===== src/logic/ssf_pkg.sv =====
// Summary of operation
// - Mode 00: address 00h returns live status
// - FIFO mode: address 00h returns FIFO status
// - Live status tracks every output register update
// - Bit 7 sets on any completion while bit 3 is set
// - Bit 7 clears on either high-byte read
// - FIFO mode: FIFO data read clears all flags
// - Bit 6 sets on pressure overwrite
// - Bit 6 clears on pressure high-byte read
// - Bit 5 sets on temperature overwrite
// - Bit 5 clears on temperature high-byte read
// - Bit 3 shows any new result ready
// - Bit 3 clears on either high-byte read
// - Bit 2 sets on new pressure result
// - Bit 2 clears on pressure high-byte read
// - Bit 1 sets on new temperature result
// - Bit 1 clears on temperature high-byte read
// - Combined flags need ready event mode enable
// - Pressure flags need pressure event enable
// - Temperature flags need temperature event enable
// - Bits 4, 0 reserved; read-only; reset zero
// - FIFO mode field bits 7:6 at 0Fh
// - Modes 01 and 10 both count as FIFO
package ssf_pkg;
	localparam logic [7:0] ADDR_ALIAS    = 8'h00;
	localparam logic [7:0] ADDR_PRESS_HI = 8'h01;
	localparam logic [7:0] ADDR_TEMP_HI  = 8'h04;
	localparam logic [7:0] ADDR_LIVE     = 8'h06;
	localparam logic [7:0] ADDR_FSTAT    = 8'h0d;
	localparam logic [7:0] ADDR_FDATA    = 8'h0e;
	localparam logic [7:0] ADDR_FSETUP   = 8'h0f;
	localparam int         BIT_ANY_OW    = 7;
	localparam int         BIT_PRESS_OW  = 6;
	localparam int         BIT_TEMP_OW   = 5;
	localparam int         BIT_ANY_RDY   = 3;
	localparam int         BIT_PRESS_RDY = 2;
	localparam int         BIT_TEMP_RDY  = 1;
	localparam int         FMODE_HI      = 7;
	localparam int         FMODE_LO      = 6;
	localparam logic [1:0] FMODE_OFF     = 2'h0;
	localparam logic [7:0] STATUS_RESET  = 8'h00;
	localparam logic [7:0] STATUS_MASK   = 8'hee;
	localparam logic [7:0] READ_ZERO     = 8'h00;
endpackage


===== src/logic/ssf_status_flags.sv =====
`timescale 1ns/1ps
module ssf_status_flags
	import ssf_pkg::*;
(
	input  wire logic       clk,
	input  wire logic       rst_n,
	input  wire logic       pressDone,
	input  wire logic       tempDone,
	input  wire logic       readStrobe,
	input  wire logic [7:0] readAddr,
	input  wire logic [7:0] fifoSetup,
	input  wire logic       readyEventModeEnable,
	input  wire logic       pressEventEnable,
	input  wire logic       tempEventEnable,
	input  wire logic [7:0] fifoStatus,
	input  wire logic       altimeterSelect,
	output logic [7:0]      readData,
	output logic            readValid,
	output logic [7:0]      liveSampleStatus,
	output logic            altitudeMode
);
	typedef struct packed {
		logic [7:0] status;
		logic [7:0] rdata;
		logic       rvalid;
		logic       altMode;
	} ssf_state_t;

	ssf_state_t stateFf;
	ssf_state_t nxtState;
	logic       fifoOn;
	logic       pressClr;
	logic       tempClr;
	logic       anyClr;
	logic       pressOn;
	logic       tempOn;
	logic       anyOn;

	// Any nonzero mode (01 circular, 10 full stop) routes the FIFO
	assign fifoOn = fifoSetup[FMODE_HI:FMODE_LO] != FMODE_OFF;

	// Clear sources per flag group; status reads are not among them
	assign pressClr = readStrobe && (fifoOn ? readAddr == ADDR_FDATA
		: readAddr == ADDR_PRESS_HI);
	assign tempClr  = readStrobe && (fifoOn ? readAddr == ADDR_FDATA
		: readAddr == ADDR_TEMP_HI);
	assign anyClr   = pressClr || tempClr;
	assign pressOn  = pressDone && pressEventEnable;
	assign tempOn   = tempDone && tempEventEnable;

	// Combined flags follow either completion, gated only by the event mode
	assign anyOn    = readyEventModeEnable && (pressDone || tempDone);

	// Next state: set wins over clear in the same cycle
	always_comb begin
		nxtState = stateFf;
		nxtState.altMode = altimeterSelect;
		if (pressClr) begin
			nxtState.status[BIT_PRESS_OW] = 1'b0;
			nxtState.status[BIT_PRESS_RDY] = 1'b0;
		end
		if (tempClr) begin
			nxtState.status[BIT_TEMP_OW] = 1'b0;
			nxtState.status[BIT_TEMP_RDY] = 1'b0;
		end
		if (anyClr) begin
			nxtState.status[BIT_ANY_OW] = 1'b0;
			nxtState.status[BIT_ANY_RDY] = 1'b0;
		end
		// Per-sample updates in step with the output registers
		if (pressOn) begin
			nxtState.status[BIT_PRESS_OW] = stateFf.status[BIT_PRESS_RDY];
			nxtState.status[BIT_PRESS_RDY] = 1'b1;
		end
		if (tempOn) begin
			nxtState.status[BIT_TEMP_OW] = stateFf.status[BIT_TEMP_RDY];
			nxtState.status[BIT_TEMP_RDY] = 1'b1;
		end
		if (anyOn) begin
			if (stateFf.status[BIT_ANY_RDY]) begin
				nxtState.status[BIT_ANY_OW] = 1'b1;
			end
			nxtState.status[BIT_ANY_RDY] = 1'b1;
		end
		nxtState.status = nxtState.status & STATUS_MASK;
		// Read mux; alias follows FIFO mode
		nxtState.rvalid = readStrobe;
		nxtState.rdata = READ_ZERO;
		if (readStrobe) begin
			if (readAddr == ADDR_ALIAS) begin
				nxtState.rdata = fifoOn ? fifoStatus : stateFf.status;
			end else if (readAddr == ADDR_LIVE) begin
				nxtState.rdata = stateFf.status;
			end else if (readAddr == ADDR_FSTAT) begin
				nxtState.rdata = fifoStatus;
			end
		end
	end

	// Register the whole state
	always_ff @(posedge clk) begin
		if (!rst_n) begin
			stateFf <= '{status: STATUS_RESET, rdata: READ_ZERO, rvalid: 1'b0,
				altMode: 1'b0};
		end else begin
			stateFf <= nxtState;
		end
	end

	assign readData         = stateFf.rdata;
	assign readValid        = stateFf.rvalid;
	assign liveSampleStatus = stateFf.status;
	assign altitudeMode     = stateFf.altMode;
endmodule

===== config.mk =====
export PLATFORM = sky130hd
export DESIGN_NAME = ssf_status_flags
export DESIGN_NICKNAME = d
export VERILOG_FILES = /design/src/logic/ssf_pkg.sv /design/src/logic/ssf_status_flags.sv
export SDC_FILE = /design/constraint.sdc
export NUM_CORES = 1
export LEC_CHECK = 0
export BUFFER_PORTS_ARGS = -buffer_cell sky130_fd_sc_hd__buf_2
export CAP_MARGIN = 10
export CORE_MARGIN = 2
export CORE_UTILIZATION = 39
export CTS_CLUSTER_SIZE = 12
export DETAILED_ROUTE_END_ITERATION = 16
export GPL_ROUTABILITY_DRIVEN = 0
export PLACE_DENSITY = 0.87
export REMOVE_ABC_BUFFERS = 1
export SLEW_MARGIN = 40
export SYNTH_ARGS = -nofsm -noshare
export SYNTH_HDL_FRONTEND = slang
export SYNTH_SLANG_ARGS = --single-unit

===== constraint.sdc =====
create_clock -name clk -period 3.8 [get_ports clk]
set_input_delay 0.57 -clock clk [delete_from_list [all_inputs] [get_ports clk]]
set_output_delay 0.57 -clock clk [all_outputs]
set_load 0.01 [all_outputs]

Word-level counts from Yosys, hierarchy flattened:

Cells that the tools add are included.

* bits in read-only memories: 0
* register bits: 18
* memory bits (writable): 0
* output and inout bits: 18
* memories kept: 0
* latch bits: 0

* multiply operators: 0
* reduce and logical (&&, ||, !) cells: 13
* multiplexer cells: 17
* equal/unequal tests: 5
* div/mod/pow operators: 0
* $add $sub $neg: 0
* $lt $le $gt $ge: 0
* shift operators: 0
* bitwise logic cells: 0

Operators with widths (number)
* 2-to-1 mux 8 bit: 4
* == test 8 x 3 -> 1 bit (second input constant): 2
* == test 8 x 4 -> 1 bit (second input constant): 2
* 2-to-1 mux 1 bit: 13
* == test 8 x 1 -> 1 bit (second input constant): 1
* logical NOT 8 bit: 1
* nonzero test 2 bit: 4
* logical AND 1 bit: 5
* logical OR 1 bit: 2
* AND reduction 2 bit: 1

Logic depth before layout (Yosys ltp):

* depth in word-level cells: 7
* mapped depth: 4
* gate-level depth less buffers: 4

Worst setup path before layout:

OpenSTA, ideal clock, no wires.

* path kind: input-to-reg
* start point: input port readAddr[5]
* end point: register stateFf (netlist bit liveSampleStatus[2])
* path buffers: 0
* arrival: 1.587 ns
* data required time: 3.684 ns
* cell stages on the path: 4
* slack: 2.097 ns
* library setup time: 0.116 ns
* cell sequence: nor4_4 -> nor3b_1 -> o2bb2a_1 -> a31o_2

* cells in the longest elaborated chain, start to end: 4
* elaborated cells between the ends (all ways): 5

Ends and longest elaborated chain
* start, declared: line ssf_status_flags.sv:10 `input wire logic [7:0] readAddr,`
* == test 8 x 1 -> 1 bit or == test 8 x 4 -> 1 bit (tied branches): line ssf_status_flags.sv:44, ssf_status_flags.sv:43
* 2-to-1 mux 1 bit (*): line ssf_status_flags.sv:43 `assign pressClr = readStrobe && (fifoOn ? readAddr == ADDR_FDATA`
* logical AND 1 bit (*): line ssf_status_flags.sv:43
* nonzero test 2 bit (no line) (*)
* end signal, assigned: line ssf_status_flags.sv:103 `stateFf <= '{status: STATUS_RESET, rdata: READ_ZERO, rvalid: 1'b0,`
* end signal, assigned: line ssf_status_flags.sv:106 `stateFf <= nxtState;`
* end, declared: line ssf_status_flags.sv:29 `ssf_state_t stateFf;`

Every way passes the cells marked *; elsewhere a longest branch is shown, timed or not.
A chain may end at the register's enable or synchronous reset.

Worst setup path in the final report:

* start point: input port readAddr[5]
* end point: register stateFf (netlist bit readData[3])

* cells in the longest elaborated chain, start to end: 4
* elaborated cells between the ends (all ways): 6

Ends and longest elaborated chain
* == test 8 x 4 -> 1 bit: line ssf_status_flags.sv:94 `end else if (readAddr == ADDR_FSTAT) begin`
* 2-to-1 mux 8 bit: line ssf_status_flags.sv:94
* 2-to-1 mux 8 bit: line ssf_status_flags.sv:92 `end else if (readAddr == ADDR_LIVE) begin`
* 2-to-1 mux 8 bit (*): line ssf_status_flags.sv:90 `if (readAddr == ADDR_ALIAS) begin`

Marks and branches as above.

==> results.json <==
{
  "tns_ps": 0,
  "endpoint_kind": "flip-flop",
  "cts_setup_buffers": 0,
  "hold_viol": 0,
  "status": "finished clean",
  "finalCritPeriodShare_pct": 43.9,
  "die_w_um": 46.0,
  "die_area_sq_um": 2110,
  "start_kind": "input port",
  "synth_most_common_cell": "dfxtp_1",
  "antenna_found_initial": 0,
  "place.port_buffers": 42,
  "track_usage_pct": 16.3,
  "path_clk_slew_ps": 90,
  "path_buf_inv": 1,
  "power_density_nw_per_um2": 355,
  "worstPathArrival_ps": 1910,
  "vias": 700,
  "min_path_type": "input port to flip-flop",
  "drtIter0Drc": 13,
  "grt_pass1_vias": 561,
  "cts_hold_buf": 0,
  "peakVddDrop_mv": 0.126,
  "avgSynthCellArea_sq_um": 10.1,
  "rsz0062_at_grt": "false",
  "critPathSlowestCell": "a211oi_2",
  "dr.pass1.iters": 4,
  "r2r_cells": 3,
  "yosysWarnings": 0,
  "synth_area_sq_um": 687,
  "die_h_um": 46.0,
  "grt_pass1_wl_um": 2430,
  "syn-instance-count": 68,
  "synth-seq-area-share_pct": 46.6,
  "cp_max_fo": 7,
  "coreArea_sq_um": 1690,
  "cp.depth": 5,
  "cp_cell_sequence": "buf_2 -> nor4_4 -> nand4b_1 -> a211oi_2 -> a22o_1",
  "slew_violations": 0,
  "antenna_cells": 0,
  "cts_resized": 0,
  "drc": 0,
  "power.leakage_nw": 0.478,
  "grt_max_degree": 11,
  "power.total_mw": 0.333,
  "cts_sinks": 16,
  "setup_violations": 0,
  "cp.required_ps": 4040,
  "layout-drive-gt1-share_pct": 45.5,
  "cts-root-buf": "clkbuf_4",
  "maxCapViolCount": 0,
  "yosysUniqueCellTypes": 28,
  "vias_per_cell": 5.43,
  "fin_crit_ps": 1670,
  "synth_common_cells": "16 x dfxtp_1, 7 x a22o_1, 6 x nand2_1",
  "crit_type": "input port to flip-flop",
  "drtAntennaViolNets": 0,
  "cts_buffers": 3,
  "cp_top_family": "compound AO/OA/AOI/OAI gates",
  "synth_ff_type": "dfxtp_1",
  "wl_per_cell_um": 12.4,
  "grt-ovfl-total": 0,
  "synth_edf_count": 0,
  "cpPeakStageDelay_ps": 450,
  "synthArstFlopShare_pct": 0,
  "io_pins": 51,
  "synthTopCellsByArea": "dfxtp_1 47%, a22o_1 8.9%, o211a_1 4.4%",
  "cts_tree": "yes",
  "clk_latency_ps": 290,
  "cts_buffer_depth": 2,
  "std_cell_rows": 15,
  "h-tree-depth": 1,
  "route.final.wire_length_um": 1590,
  "max_freq_mhz": 599,
  "whs_path_depth": 2,
  "nets": 146,
  "netlist.area_leader.share_pct": 46.6,
  "floorplan.initialDensity_pct": 40.7,
  "skew_ps": 0.548,
  "ys_ff_latch": 16,
  "area_growth_pct": 36.8,
  "synth_top_cell_by_area": "dfxtp_1"
}
==> cell families after synthesis <==
family                 after synthesis  share of synthesized area (%)
other                                1                          0.546
buffers and inverters                4                           3.28
AND/OR/NAND/NOR                     28                           24.4
flip-flops                          16                           46.6
AO/OA/AOI/OAI                       19                           25.1
==> worst register-to-register path: cells and delay by family (launching register included) <==
family / cells / cell delay [ps]
flip-flops: 1 / 350
AO/OA/AOI/OAI: 1 / 190
AND/OR/NAND/NOR: 2 / 110
==> cell type report <==
class                      count  area, sq um
fill                         151          749
tap                           17         21.3
multi-input combinational     49          348
clock buffer                   4         36.3
inverter                       1         3.75
sequential                    16          320
timing repair buffer          42          210
==> registers in the layout, summed over array words and instances (netlist names) <==
signal and cells:
liveSampleStatus 6, readData 8, altitudeMode 1, readValid 1
==> power breakdown <==
| part | internal (mW) | switching [mW] | leakage, nW |
|---|---|---|---|
| registers | 0.173 | 0.00386 | 0.130 |
| clock network | 0.0585 | 0.0555 | 0.0210 |
| logic | 0.0206 | 0.0218 | 0.327 |
==> through the flow <==
stage	instance area [sq um]	instances	hold slack, ps	setup slack, ps	util (%)
6_report	940	129	469	2130	55.6
5_1_grt	940	129	473	2000	55.6
4_1_cts	940	129	476	2130	55.6
3_5_place_dp	903	125	493	1830	53.5
3_3_place_gp	903	125	482	1850	53.5
2_1_floorplan	672	66	511	2100	-
==> metal layers <==
| layer | wire [um] | GRT usage (%) | share of wire (%) |
|---|---|---|---|
| met1 | 618 | 17.8 | 39 |
| met4 | 28 | 8.57 | 1.8 |
| met3 | 168 | 3.57 | 11 |
| met5 | 0 | 0 | 0 |
| met2 | 779 | 28.9 | 49 |
==> final timing paths <==
kind | start | end | slack, ps
max reg2reg | liveSampleStatus[2] | liveSampleStatus[6] | 3070
min reg2reg | liveSampleStatus[3] | liveSampleStatus[3] | 510
max | readAddr[5] | readData[3] | 2130
min | fifoStatus[4] | readData[4] | 470
==> cells in the final DEF, fill, tap and decap left out, types with 2 or more instances in the layout <==
master / netlist / routed
buf_2: 0 / 42
dfxtp_1: 16 / 16
nand3_1: 5 / 5
a21boi_0: 2 / 2
nor3_1: 2 / 2
nand2_1: 6 / 6
clkbuf_4: 0 / 3
conb_1: 1 / 2
nor2b_1: 2 / 2
a22o_1: 7 / 7
and2_1: 3 / 3
nand4b_1: 2 / 2
o211a_1: 3 / 3
nor2_1: 2 / 2
Note: power is estimated with default switching activity, not from simulation.
